### src/mtc_pkg.sv
/*
 mtc_pkg: register map, field positions, reset values and carriers
 for the three-channel capture/compare timer.
 Assumes a 16-bit bus master; the upper byte lane is the even address.
*/
// ============================================================
// Overview of operation
// (RL1) Reset and standby clear sync select to zero; channels start independent.
// (RL2) Sync select bits 7 to 3 read zero; bits 2 to 0 serve channels 2 to 0.
// (RL3) A counter write on a synced channel loads every synced channel that cycle.
// (RL4) Software sets at least two sync bits for useful synchronous operation.
// (RL5) Synchronous clear needs the sync bit and the sync clear source selected.
// (RL6) Counters and general registers take only whole 16-bit accesses.
// (RL7) Other registers are 8-bit, reachable by byte or paired 16-bit access.
// (RL8) A counter counts only while its run bit is one, on its selected clock.
// (RL9) Counters run free after reset, wrap all ones to zero, set overflow flag.
// (RL10) Overflow flag with its enable raises the channel interrupt request.
// (RL11) Match on the selected clear register sets its flag and zeroes the counter.
// (RL12) Match or capture flag with its enable raises the channel interrupt request.
// (RL13) Compare match drives the pin low, high or toggled per its pin control.
// (RL14) Before the first match the pin holds the programmed initial level.
// (RL15) A fixed match level equal to the current pin level changes nothing.
// (RL16) Capture copies the counter on rising, falling or both pin edges.
// (RL17) Channels 0 and 1 may capture on another channel's clock or match.
// (RL18) Buffered output compare copies buffer into general register on match.
// (RL19) Buffered capture moves the old register value into the buffer.
// (RL20) Channels 1 and 2 join into one 32-bit counter in cascade.
// (RL21) PWM modes give 0% to 100% duty with levels from pin control.
// (RL22) Phase mode counts channels 1 and 2 up or down from quadrature pins.
// (RL23) Clearing a run bit stops counting but keeps the pin level.
// (RL24) Channel 0: third register buffers the first, fourth the second.
// (RL25) Cascaded upper counter steps up on lower overflow, down on underflow.
// (RL26) Channels 1 and 2 count down only in phase or cascade operation.
// (RL27) Capture and clock pins pass two flip-flops before edge detection.
// (RL28) A bus counter write wins over count, clear or preset that cycle.
package mtc_pkg;
	// ============================================================
	// register map, offsets within a channel, channel in addr[5:4]
	localparam logic [3:0] OFS_CTL = 4'h0; // control hi, mode lo
	localparam logic [3:0] OFS_IO = 4'h2; // pins A,B hi, pins C,D lo
	localparam logic [3:0] OFS_IRQ = 4'h4; // irq enable hi, flags lo
	localparam logic [3:0] OFS_CNT = 4'h6;
	localparam logic [3:0] OFS_GRA = 4'h8; // general regs A..D at 8..E
	localparam logic [7:0] OFS_GLOBAL = 8'h30; // run hi, sync lo
	// ============================================================
	// field positions
	localparam int unsigned MODE_BUFA = 0; // BUFB is next bit
	localparam int unsigned MODE_PWM1 = 2;
	localparam int unsigned MODE_PWM2 = 3;
	localparam int unsigned MODE_PHASE = 4;
	localparam int unsigned FLG_OVF = 4;
	localparam int unsigned FLG_UNF = 5;
	localparam int unsigned IO_CAP = 3; // 1 = input capture
	localparam int unsigned IO_INIT = 2; // initial level, or alt source
	// ============================================================
	// codes
	localparam logic [2:0] PSC_DIV1 = 3'h0;
	localparam logic [2:0] PSC_DIV4 = 3'h1;
	localparam logic [2:0] PSC_DIV16 = 3'h2;
	localparam logic [2:0] PSC_DIV64 = 3'h3;
	localparam logic [2:0] PSC_EXT0 = 3'h4;
	localparam logic [2:0] PSC_EXT1 = 3'h5;
	localparam logic [2:0] PSC_CASCADE = 3'h7;
	localparam logic [2:0] CLR_NONE = 3'h0;
	localparam logic [2:0] CLR_GRA = 3'h1; // 1..4 clear on A..D
	localparam logic [2:0] CLR_GRD = 3'h4;
	localparam logic [2:0] CLR_SYNC = 3'h5;
	localparam logic [1:0] ACT_LOW = 2'h1;
	localparam logic [1:0] ACT_HIGH = 2'h2;
	localparam logic [1:0] ACT_TOG = 2'h3;
	localparam logic [1:0] EDG_FALL = 2'h2; // other codes: rising
	localparam logic [1:0] EDG_BOTH = 2'h3;
	// ============================================================
	// reset values and widths
	localparam logic [15:0] GR_RST = 16'hFFFF;
	localparam logic [15:0] CNT_RST = 16'h0000;
	localparam logic [15:0] CNT_MAX = 16'hFFFF;
	localparam logic [7:0] IEN_MASK = 8'h3F;
	localparam int unsigned PIN_W = 10; // 8 capture pins, 2 clock pins
	// ============================================================
	// carriers
	typedef struct packed {
		logic wr;
		logic rd;
		logic [1:0] be; // be[1] upper byte
		logic [7:0] addr;
		logic [15:0] wdata;
	} mtc_bus_req_t;
	typedef struct packed {
		logic [PIN_W-1:0] level;
		logic [PIN_W-1:0] rise;
		logic [PIN_W-1:0] fall;
	} mtc_edges_t;
endpackage

### src/mtc_pin_sync.sv
/*
 mtc_pin_sync: two-stage synchroniser and edge detector for pins.
 Assumes pins are asynchronous to clock_in.
*/
`timescale 1ns/1ps
module mtc_pin_sync (
	// clock and reset
	input wire logic clock_in,
	input wire logic reset_n_in,
	// raw pins
	input wire logic [mtc_pkg::PIN_W-1:0] raw_in,
	// conditioned levels and edges
	output mtc_pkg::mtc_edges_t edges_out
);
	typedef struct packed {
		logic [mtc_pkg::PIN_W-1:0] s1;
		logic [mtc_pkg::PIN_W-1:0] s2;
		logic [mtc_pkg::PIN_W-1:0] s3;
	} mtc_sync_state_t;
	mtc_sync_state_t st, next_st;

	// ============================================================
	// shift chain, s1 read by s2 only
	always_comb begin
		next_st.s1 = raw_in;
		next_st.s2 = st.s1; // RL27
		next_st.s3 = st.s2;
	end

	always_ff @(posedge clock_in or negedge reset_n_in) begin
		if (!reset_n_in) begin
			st <= '0;
		end else begin
			st <= next_st;
		end
	end

	// edges from the settled stages
	assign edges_out = '{level: st.s2, rise: st.s2 & ~st.s3, fall: ~st.s2 & st.s3};
endmodule // mtc_pin_sync

### src/mtc_top.sv
/*
 mtc_top: three-channel 16-bit timer with compare, capture, buffer,
 cascade, pwm and phase counting, plus its 16-bit register port.
 Assumes the bus master holds each request one cycle; read data
 appears on the next cycle.
*/
`timescale 1ns/1ps
module mtc_top (
	// clock and reset
	input wire logic clock_in,
	input wire logic reset_n_in,
	input wire logic standby_in,
	// register port
	input wire mtc_pkg::mtc_bus_req_t bus_req_in,
	output logic [15:0] bus_rdata_out,
	// capture/compare pins
	input wire logic [7:0] capture_compare_pin_in,
	output logic [7:0] capture_compare_pin_out,
	output logic [7:0] capture_compare_pin_oe_n_out,
	// external count clocks
	input wire logic [1:0] external_count_clock_pin_in,
	// interrupt requests, one per channel
	output logic [2:0] irq_out
);
	typedef struct packed {
		logic [2:0] run; // counter_start_reg
		logic [2:0] sync; // timer_sync_select
		logic [2:0][7:0] ctl; // clear[7:5] edge[4:3] prescale[2:0]
		logic [2:0][7:0] mode;
		logic [2:0][3:0][3:0] io;
		logic [2:0][7:0] ien;
		logic [2:0][7:0] flags;
		logic [2:0][7:0] seen; // flags read as one
		logic [2:0][15:0] cnt;
		logic [2:0][3:0][15:0] gr;
		logic [7:0] pin;
		logic [5:0] presc;
		logic [15:0] rdata;
	} mtc_state_t;

	localparam mtc_state_t ST_RST = '{gr: {12{mtc_pkg::GR_RST}}, default: '0};

	mtc_state_t st, next_st;
	mtc_pkg::mtc_edges_t ed;

	// ============================================================
	// helpers
	function automatic logic gr_ok(input int c, input int g);
		return c == 0 || g < 2;
	endfunction

	function automatic logic [2:0] pin_of(input int c, input int g);
		return 3'(c == 0 ? g : 2 * c + g + 2);
	endfunction

	function automatic logic buf_slot(input logic [7:0] m, input int c, input int g);
		return c == 0 && g >= 2 && m[mtc_pkg::MODE_BUFA + g - 2];
	endfunction

	function automatic logic edge_hit(input logic [1:0] sel, input logic r, input logic f);
		if (sel == mtc_pkg::EDG_FALL) begin
			return f;
		end else if (sel == mtc_pkg::EDG_BOTH) begin
			return r | f;
		end
		return r;
	endfunction

	function automatic logic [7:0] byte_wr(input logic [7:0] old, input logic en,
		input logic [7:0] d);
		return en ? d : old;
	endfunction

	// ============================================================
	// pin conditioning
	mtc_pin_sync u_sync (
		.clock_in(clock_in),
		.reset_n_in(reset_n_in),
		.raw_in({external_count_clock_pin_in, capture_compare_pin_in}),
		.edges_out(ed)
	);

	// ============================================================
	// next state
	always_comb begin
		logic [2:0] tk, up, dn, ovf, unf, own, clr;
		logic [2:0][3:0] mt, cp;
		logic a_chg, b_chg, qx, anysc, src, chw, glw, chr, glr;
		logic [1:0] ch;
		logic [3:0] off, nio;
		logic [2:0] cc, tp;
		logic [7:0] cm;
		logic [15:0] rw;
		tk = '0;
		up = '0;
		dn = '0;
		ovf = '0;
		unf = '0;
		own = '0;
		clr = '0;
		mt = '0;
		cp = '0;
		src = 1'b0;
		nio = '0;
		cc = '0;
		tp = '0;
		cm = '0;
		rw = '0;
		next_st = st;
		next_st.presc = st.presc + 6'h01;
		a_chg = ed.rise[8] | ed.fall[8];
		b_chg = ed.rise[9] | ed.fall[9];
		qx = ed.level[8] ^ ed.level[9];
		ch = bus_req_in.addr[5:4];
		off = {bus_req_in.addr[3:1], 1'b0};
		chw = bus_req_in.wr && bus_req_in.addr[7:6] == 2'h0 && ch != 2'h3;
		chr = bus_req_in.rd && bus_req_in.addr[7:6] == 2'h0 && ch != 2'h3;
		glw = bus_req_in.wr && bus_req_in.addr[7:1] == mtc_pkg::OFS_GLOBAL[7:1];
		glr = bus_req_in.rd && bus_req_in.addr[7:1] == mtc_pkg::OFS_GLOBAL[7:1];

		// count events, lower channel first for cascade
		for (int c = 2; c >= 0; c--) begin
			unique case (st.ctl[c][2:0])
				mtc_pkg::PSC_DIV1: tk[c] = 1'b1;
				mtc_pkg::PSC_DIV4: tk[c] = &st.presc[1:0];
				mtc_pkg::PSC_DIV16: tk[c] = &st.presc[3:0];
				mtc_pkg::PSC_DIV64: tk[c] = &st.presc;
				mtc_pkg::PSC_EXT0: tk[c] = edge_hit(st.ctl[c][4:3], ed.rise[8], ed.fall[8]);
				mtc_pkg::PSC_EXT1: tk[c] = edge_hit(st.ctl[c][4:3], ed.rise[9], ed.fall[9]);
				default: tk[c] = c != 1; // cascade has no own clock
			endcase
			if (c != 0 && st.mode[c][mtc_pkg::MODE_PHASE]) begin
				up[c] = st.run[c] & (a_chg ^ b_chg) & (a_chg ? qx : ~qx); // RL22
				dn[c] = st.run[c] & (a_chg ^ b_chg) & (a_chg ? ~qx : qx); // RL22
			end else if (c == 1 && st.ctl[1][2:0] == mtc_pkg::PSC_CASCADE) begin
				up[c] = st.run[1] & ovf[2]; // RL20
				dn[c] = st.run[1] & unf[2]; // RL25
			end else begin
				up[c] = st.run[c] & tk[c]; // RL8 RL26
			end
			ovf[c] = up[c] && st.cnt[c] == mtc_pkg::CNT_MAX;
			unf[c] = dn[c] && st.cnt[c] == mtc_pkg::CNT_RST;
			for (int g = 0; g < 4; g++) begin
				mt[c][g] = gr_ok(c, g) && !buf_slot(st.mode[0], c, g)
					&& !st.io[c][g][mtc_pkg::IO_CAP] && (up[c] || dn[c])
					&& st.cnt[c] == st.gr[c][g];
			end
		end

		// captures and clear sources
		for (int c = 0; c < 3; c++) begin
			for (int g = 0; g < 4; g++) begin
				if (st.io[c][g][mtc_pkg::IO_INIT] && c < 2) begin
					src = c == 0 ? tk[1] : mt[0][0]; // RL17
				end else begin
					src = edge_hit(st.io[c][g][1:0], ed.rise[pin_of(c, g)],
						ed.fall[pin_of(c, g)]); // RL16
				end
				cp[c][g] = gr_ok(c, g) && !buf_slot(st.mode[0], c, g)
					&& st.io[c][g][mtc_pkg::IO_CAP] && src;
			end
			cc = st.ctl[c][7:5];
			own[c] = cc >= mtc_pkg::CLR_GRA && cc <= mtc_pkg::CLR_GRD
				&& (mt[c][2'(cc - mtc_pkg::CLR_GRA)] || cp[c][2'(cc - mtc_pkg::CLR_GRA)]);
		end
		anysc = |(st.sync & own);
		for (int c = 0; c < 3; c++) begin
			clr[c] = own[c] || (st.sync[c] && st.ctl[c][7:5] == mtc_pkg::CLR_SYNC
				&& anysc); // RL5
		end

		// register writes other than the counters
		if (glw) begin
			next_st.run = bus_req_in.be[1] ? bus_req_in.wdata[10:8] : st.run;
			next_st.sync = bus_req_in.be[0] ? bus_req_in.wdata[2:0] : st.sync; // RL2
		end
		if (chw) begin
			if (off == mtc_pkg::OFS_CTL) begin // RL7
				next_st.ctl[ch] = byte_wr(st.ctl[ch], bus_req_in.be[1], bus_req_in.wdata[15:8]);
				next_st.mode[ch] = byte_wr(st.mode[ch], bus_req_in.be[0], bus_req_in.wdata[7:0]);
			end
			if (off == mtc_pkg::OFS_IO) begin
				for (int g = 0; g < 4; g++) begin
					nio = bus_req_in.wdata[(g < 2 ? 8 : 0) + 4 * (g % 2) +: 4];
					if (bus_req_in.be[g < 2 ? 1 : 0] && gr_ok(ch, g)) begin
						next_st.io[ch][g] = nio;
						if (!st.run[ch] && !nio[mtc_pkg::IO_CAP]) begin
							next_st.pin[pin_of(ch, g)] = nio[mtc_pkg::IO_INIT]; // RL14
						end
					end
				end
			end
			if (off == mtc_pkg::OFS_IRQ) begin
				next_st.ien[ch] = byte_wr(st.ien[ch], bus_req_in.be[1],
					bus_req_in.wdata[15:8] & mtc_pkg::IEN_MASK);
				cm = bus_req_in.be[0] ? ~bus_req_in.wdata[7:0] & st.seen[ch] : 8'h00;
				next_st.flags[ch] = st.flags[ch] & ~cm;
				next_st.seen[ch] = st.seen[ch] & ~cm;
			end
			if (off[3] && bus_req_in.be == 2'h3 && gr_ok(ch, off[2:1])) begin
				next_st.gr[ch][off[2:1]] = bus_req_in.wdata; // RL6
			end
		end

		// timer events, set wins over a same-cycle flag clear
		for (int c = 0; c < 3; c++) begin
			if (clr[c]) begin
				next_st.cnt[c] = mtc_pkg::CNT_RST; // RL11
			end else if (up[c]) begin
				next_st.cnt[c] = st.cnt[c] + 16'h0001; // RL9
			end else if (dn[c]) begin
				next_st.cnt[c] = st.cnt[c] - 16'h0001; // RL26
			end
			next_st.flags[c][mtc_pkg::FLG_OVF] = next_st.flags[c][mtc_pkg::FLG_OVF] | ovf[c];
			next_st.flags[c][mtc_pkg::FLG_UNF] = next_st.flags[c][mtc_pkg::FLG_UNF] | unf[c];
			next_st.flags[c][3:0] = next_st.flags[c][3:0] | mt[c] | cp[c]; // RL11 RL12
			for (int g = 0; g < 4; g++) begin
				if (cp[c][g]) begin
					next_st.gr[c][g] = st.cnt[c]; // RL16
					if (g < 2 && buf_slot(st.mode[0], c, g + 2)) begin
						next_st.gr[0][2'(g + 2)] = st.gr[0][g]; // RL19 RL24
					end
				end
				// only A and B have buffers, so C and D never reach past the array
				if (g < 2 && mt[c][g] && buf_slot(st.mode[0], c, g + 2)) begin
					next_st.gr[0][g] = st.gr[0][2'(g + 2)]; // RL18 RL24
				end
				tp = st.mode[c][mtc_pkg::MODE_PWM1] && g % 2 == 1 ? pin_of(c, g - 1)
					: pin_of(c, g);
				if (mt[c][g] && !(st.mode[c][mtc_pkg::MODE_PWM1]
					&& st.gr[c][g] == st.gr[c][g ^ 1])) begin
					unique case (st.io[c][g][1:0])
						mtc_pkg::ACT_LOW: next_st.pin[tp] = 1'b0; // RL13 RL15
						mtc_pkg::ACT_HIGH: next_st.pin[tp] = 1'b1; // RL13 RL15
						mtc_pkg::ACT_TOG: next_st.pin[tp] = ~st.pin[tp]; // RL13
						default: next_st.pin[tp] = next_st.pin[tp];
					endcase
				end
				if (st.mode[c][mtc_pkg::MODE_PWM2] && clr[c] && gr_ok(c, g)
					&& !st.io[c][g][mtc_pkg::IO_CAP]) begin
					next_st.pin[pin_of(c, g)] = st.io[c][g][mtc_pkg::IO_INIT]; // RL21
				end
			end
		end

		// counter writes last, preset to all synced channels
		if (chw && off == mtc_pkg::OFS_CNT && bus_req_in.be == 2'h3) begin // RL6
			for (int k = 0; k < 3; k++) begin
				if (k == ch || (st.sync[ch] && st.sync[k])) begin
					next_st.cnt[k] = bus_req_in.wdata; // RL3 RL28
				end
			end
		end

		// read data, registered
		if (glr) begin
			rw = {5'h00, st.run, 5'h00, st.sync}; // RL2
		end else if (chr && off[3]) begin
			rw = gr_ok(ch, off[2:1]) ? st.gr[ch][off[2:1]] : 16'h0000;
		end else if (chr) begin
			unique case (off)
				mtc_pkg::OFS_CTL: rw = {st.ctl[ch], st.mode[ch]};
				mtc_pkg::OFS_IO: rw = {st.io[ch][1], st.io[ch][0], st.io[ch][3], st.io[ch][2]};
				mtc_pkg::OFS_IRQ: rw = {st.ien[ch], st.flags[ch]};
				mtc_pkg::OFS_CNT: rw = st.cnt[ch];
				default: rw = 16'h0000;
			endcase
			if (off == mtc_pkg::OFS_IRQ && bus_req_in.be[0]) begin
				next_st.seen[ch] = st.flags[ch];
			end
		end
		if (bus_req_in.rd) begin
			next_st.rdata = rw;
		end

		// standby re-initialises every timer register; the pin synchroniser keeps its state
		if (standby_in) begin
			next_st = ST_RST; // RL1
		end
	end

	always_ff @(posedge clock_in or negedge reset_n_in) begin
		if (!reset_n_in) begin
			st <= ST_RST; // RL1 RL9
		end else begin
			st <= next_st; // RL23
		end
	end

	// ============================================================
	// outputs
	function automatic logic [7:0] drive_n(input logic [2:0][3:0][3:0] io);
		drive_n = 8'hFF;
		for (int c = 0; c < 3; c++) begin
			for (int g = 0; g < 4; g++) begin
				if (gr_ok(c, g) && !io[c][g][mtc_pkg::IO_CAP] && io[c][g] != 4'h0) begin
					drive_n[pin_of(c, g)] = 1'b0;
				end
			end
		end
	endfunction

	function automatic logic [2:0] irq_of(input logic [2:0][7:0] f, input logic [2:0][7:0] e);
		for (int c = 0; c < 3; c++) begin
			irq_of[c] = |(f[c] & e[c]); // RL10 RL12
		end
	endfunction

	assign bus_rdata_out = st.rdata;
	assign capture_compare_pin_out = st.pin;
	assign capture_compare_pin_oe_n_out = drive_n(st.io);
	assign irq_out = irq_of(st.flags, st.ien);

	// ============================================================
	// assertions
	logic quiet;
	assign quiet = !bus_req_in.wr && !standby_in;
endmodule // mtc_top

### config.mk
export PLATFORM = sky130hd
export DESIGN_NAME = mtc_top
export DESIGN_NICKNAME = d
export VERILOG_FILES = /design/src/mtc_pkg.sv /design/src/mtc_pin_sync.sv /design/src/mtc_top.sv
export SDC_FILE = /design/constraint.sdc
export NUM_CORES = 2
export LEC_CHECK = 0
export ABC_CLOCK_PERIOD_IN_PS = 4700
export BUFFER_PORTS_ARGS = -buffer_cell sky130_fd_sc_hd__buf_2
export CORE_UTILIZATION = 64
export CTS_CLUSTER_SIZE = 10
export DETAILED_ROUTE_END_ITERATION = 7
export PLACE_DENSITY_LB_ADDON = 0.05
export SLEW_MARGIN = 20
export SYNTH_ARGS = -nofsm -noshare
export SYNTH_HDL_FRONTEND = slang
export SYNTH_HIERARCHICAL = 1
export SYNTH_SLANG_ARGS = --single-unit
### constraint.sdc
create_clock -name clock_in -period 4.7 [get_ports clock_in]
set_input_delay 0.47 -clock clock_in [delete_from_list [all_inputs] [get_ports clock_in]]
set_output_delay 0.47 -clock clock_in [all_outputs]
set_load 0.03 [all_outputs]
# == Word level (Yosys, flattened, before mapping) ==
# Cells that the tools add are included.
# word_totals
elab_cells,757
n_memories,0
inputBits,41
reg_bits,474
mem_bits_rw,0
latchBits,0
rom_bits,0
out_inout_bits,35
# classes
n_bitwise,68
addsub,15
mux,307
mul,0
order_cmp,30
div_mod_pow,0
shift,0
reduce_logical,208
eq_ne,76
# ops
op,n
48-bit 2-to-1 mux,13
16-bit 2-to-1 mux,31
444-bit 2-to-1 mux,1
16-bit == test,16
8-bit 2-to-1 mux,30
200-bit 2-to-1 mux,1
192-bit bitwise mux,1
48-bit bitwise mux,4
192-bit 2-to-1 mux,1
168-bit 2-to-1 mux,1
16-bit demux with 2-bit select,5
24-bit bitwise mux,6
1-bit 2-to-1 mux,138
64-bit binary-select mux with 2-bit select,1
64-bit demux with 2-bit select,1
64-bit 2-to-1 mux,2
1-bit logical AND,112
16-bit binary-select mux with 2-bit select,3
8-bit bitwise mux,12
24-bit 2-to-1 mux,4
8-bit case mux with 3 select lines,4
8-bit bitwise AND,10
8-bit binary-select mux with 2-bit select,5
72-bit 2-to-1 mux,1
61 further kinds,301

# == Logic depth before layout (Yosys ltp) ==
# logic_depth
depth_word,60
ltp_mapped,15
depth_no_buf,11

# == Modules after synthesis ==
# Netlist, hierarchy kept.
# by_module_without_submodules
module,instances,cells_each,seq_area_each_um2,area_each_um2
mtc_top,1,3317,11350.9,28994.1
mtc_pin_sync,1,60,750.7,1001.0

# == Least setup slack after synthesis ==
# Ideal clock, no wire load.
# synth_path
path_kind,input port to flip-flop
startpoint,input port bus_req_in[20] (netlist bit)
endpoint,register st[36] (netlist bit)
setup_time_ps,82
t_required_ps,4618
cell_stages,13
arrival_time_ps,3959
path_slack_ps,659
path_buffers,5
cell_sequence,buf_1 clkbuf_1 clkbuf_1 inv_1 clkbuf_1 ha_1 o21ai_0 nor2_1 nor2_1 o21ai_0 a21oi_1 clkbuf_1 mux2_2
# synth_via
elab_chain_len,10
word_cells_on_any_way,19
classes_between,2 x order compare; 1 x eq/ne; 8 x mux; 8 x reduce/logical
# synth_lines
item,line_no,source
start: declaration,mtc_top.sv:14,"input wire mtc_pkg::mtc_bus_req_t bus_req_in,"
2-bit by 3-bit less-than comparator with 1-bit output (not written as such) / 2-bit by 1-bit greater-or-equal comparator with 1-bit output (equally long branches),mtc_top.sv:201,next_st.gr[ch][off[2:1]] = bus_req_in.wdata;
1-bit logical AND (not written as such),mtc_top.sv:201,
64-bit 2-to-1 mux (not written as such),mtc_top.sv:201,
64-bit demux with 2-bit select,mtc_top.sv:201,
192-bit bitwise mux,mtc_top.sv:201,
192-bit 2-to-1 mux,mtc_top.sv:200,"if (off[3] && bus_req_in.be == 2'h3 && gr_ok(ch, off[2:1])) begin"
200-bit 2-to-1 mux,mtc_top.sv:177,if (chw) begin
16-bit 2-to-1 mux,mtc_top.sv:218,if (cp[c][g]) begin
16-bit 2-to-1 mux,mtc_top.sv:225,"if (g < 2 && mt[c][g] && buf_slot(st.mode[0], c, g + 2)) begin"
444-bit 2-to-1 mux,mtc_top.sv:277,if (standby_in) begin
end signal: assignment,mtc_top.sv:286,st <= next_st;
end: declaration,mtc_top.sv:43,"mtc_state_t st, next_st;"
# Parallel ways exist; a longest one is shown, timed or not. The select of a mux whose other input is x is not followed.
# A chain may end at the register's enable or synchronous reset.

==> results.yml <==
sta:
  fin_worst_skew_ns: 0.0258
  final_max_slew_viol_count: 0
  post-route-period-util_pct: 93.1
  setup-violations-final: 0
  rsz0062_at_grt: "false"
  hold_viol_final: 0
  layout_min_cycle_time_ns: 4.38
  timing_worst_slew_pin_value_ns: 1.28
  totalNegativeSetupSlack_ns: 0
  timing.slew.headroom_pct: 14.0
  achievable-frequency_ghz: 0.229
critical_path:
  path_common_cell: "a2111o_1"
  reg2reg_from: "u_sync/edges_out[28]$_DFF_PN0_"
  class_of_the_most_critical_setup_path: "reg2reg"
  worst_setup_path_end_kind: "flop"
  slowest_stage: "a2111oi_0"
  crit_chain: "and2b_2 > nor2_1 > xor2_1 > nand2_1 > a2111o_1 > a2111oi_0 > nor2b_1 > o31ai_1 > buf_4 > a2111o_1 > o21ai_0"
  path_max_fanout: 13
  critPathBufInv: 1
  rrSetupSlack_ns: 0.32
  critPathRequiredTime_ns: 5.18
  worst_setup_path_startpoint: "u_sync/edges_out[28]$_DFF_PN0_"
  timing.critical_path.slowest_cell_delay_ns: 0.66
  startpoint_type: "flop"
  top_cell_family_by_delay_on_the_critical_path: "compound AO/OA/AOI/OAI gates"
  worst-endpoint-arrival_ns: 4.86
power_and_ir_drop:
  vdd.ir_drop.worst_uv: 309
  report.power.total_uw: 9660
  leakage_uw: 0.0129
  p_per_area_nw_per_um2: 299
hold_path:
  holdCritStartpoint: "bus_req_in[5]"
  min_path_type: "in2reg"
clock_tree:
  postCtsResizedCells: 0
  tritoncts: "built"
  clk-insertion-delay-late_ns: 0.64
  cts_htree_levels: 2
  cts_inserted_buffers: 55
  cts_buffer_depth: 3
  clockRootBuffer: "clkbuf_16"
  clk_pin_slew_worst_paths_ns: 0.06
  postCtsSetupBuffers: 0
  clock-sinks: 474
routing:
  finalWirelength_um: 122000
  count_of_routing_violations_after_the_opening_detailed_route_iteration: 5421
  detail-route-antenna-nets: 0
  wl_met2_um: 49200
  met3WireLength_um: 20400
  m1WireLength_um: 43900
  remaining_drc_errors: 0
  wl_per_cell_um: 31.2
  dr_total_vias: 29592
  routed_via_density: 7.53
  highest_layer: "met5"
  firstDrtPassIters: 7
place:
  finalWeightedCongestion: 1.11
  io_buffers: 74
  place.detailed.instances: 3834
  detailed_placer_s_ending_hpwl_um: 85900
floorplan:
  rows: 78
  coreArea_um2: 45800
  die_x_um: 218
  io_pins: 76
  floorplan.initialDensity_pct: 65.4
  design.die.area_um2: 47600
  floorplan.die.height_um: 218
run:
  drv.max_cap_violation_count: 0
logic_synthesis:
  syn-cell-area_um2: 29900
  synth_cells: 3369
  syn_nets: 3428
  avgSynthCellArea_um2: 8.89
  synth_warnings: 6
finish:
  finalCoreUtilization_pct: 70.6
  fin_cells: 3929
  final_net_count: 3361
  fillCellCount: 3479
  final_layout_size_suffix_gt1_share_pct: 17.3
  area_delta_synth_final_pct: 7.92
grt:
  first_global_vias: 27626
  grt.overflow.total: 0
  maximum_number_of_pins_on_one_net_before_global_route_repair: 119
  antenna_found_initial: 5
  grt_pass1_wl_um: 180000
  groute.usage.overall_pct: 51.6
outcome:
  result_of_the_run: "finished, final reports clean"
-- report_power, final --
| part | total, uW | switching, uW | internal, uW |
|---|---|---|---|
| clock network | 3890 | 1750 | 2150 |
| registers | 4530 | 205 | 4330 |
| logic | 1240 | 798 | 438 |
| total | 9660 | 2750 | 6910 |
-- layer usage --
metal,vias to the layer above,GRT usage (%)
met4,6,29.8
met3,527,19.7
met1,14351,68.8
met5,-,1.46
li1,12026,-
met2,2682,71.2
-- layout make-up --
cell class | instances | area (um2) | share of cell area (%)
well taps | 600 | 751 | 2.32
inverters | 53 | 201 | 0.624
diodes | 4 | 10.0 | 0.0310
flip-flops and latches | 474 | 12100 | 37.5
multi-input cells | 2543 | 16500 | 51.0
repair buffers | 175 | 1260 | 3.89
clock buffers | 75 | 1470 | 4.55
clock inverters | 5 | 40.0 | 0.124
-- state kept, by name, summed over array words and instances, names as in the netlist --
name                     flops
u_sync/next_st              10
u_sync/st                   10
bus_rdata_out               16
u_sync/edges_out            10
capture_compare_pin_out      8
st                         420
-- metrics by stage --
step	hold WS [ns]	setup WS (ns)	area, um2
3_3_place_gp	0.332	0.745	30700
3_5_place_dp	0.336	0.651	30700
5_1_grt	0.225	0.225	32300
6_report	0.190	0.324	32300
2_1_floorplan	0.174	0.659	29900
4_1_cts	0.157	0.616	32300
-- timing repair --
item,4_1_cts,5_1_grt
endpoints found under the hold margin,110,0
setup endpoints to repair,0,0
hold buffers,11,0
-- worst min-delay path, cell delays in order --
cell and delay [ns]:
buf_2 0.18, nand2_1 0.08, o21ai_1 0.05
-- placed cells by master (no fill, tap or decap), types with 32 or more instances in the layout --
master and count:
a221o_1 34, nand3_1 67, and3_1 33, o21ai_0 192
nand4_1 43, a21oi_1 253, o31ai_1 32, dfrtp_1 282
buf_4 88, nor2_1 332, xor2_1 98, a31oi_1 110
inv_1 51, mux4_2 60, nand2_1 397, xnor2_1 148
clkbuf_16 55, a221oi_1 34, mux2_2 39, a211oi_1 40
buf_2 68, dfstp_2 192, nor3_1 109, mux2i_1 84
o211ai_1 54
-- path summary, 6_finish.rpt --
path | to | cells past startpoint
max in group asynchronous | st[153]$_DFFE_PN1P_ | 3
min in group asynchronous | st[312]$_DFFE_PN0P_ | 2
max | st[241]$_DFF_PN0_ | 11
min | st[243]$_DFF_PN0_ | 3
min reg2reg | u_sync/edges_out[27]$_DFF_PN0_ | 0
max reg2reg | st[241]$_DFF_PN0_ | 11
Note: power is estimated with default switching activity, not from simulation.
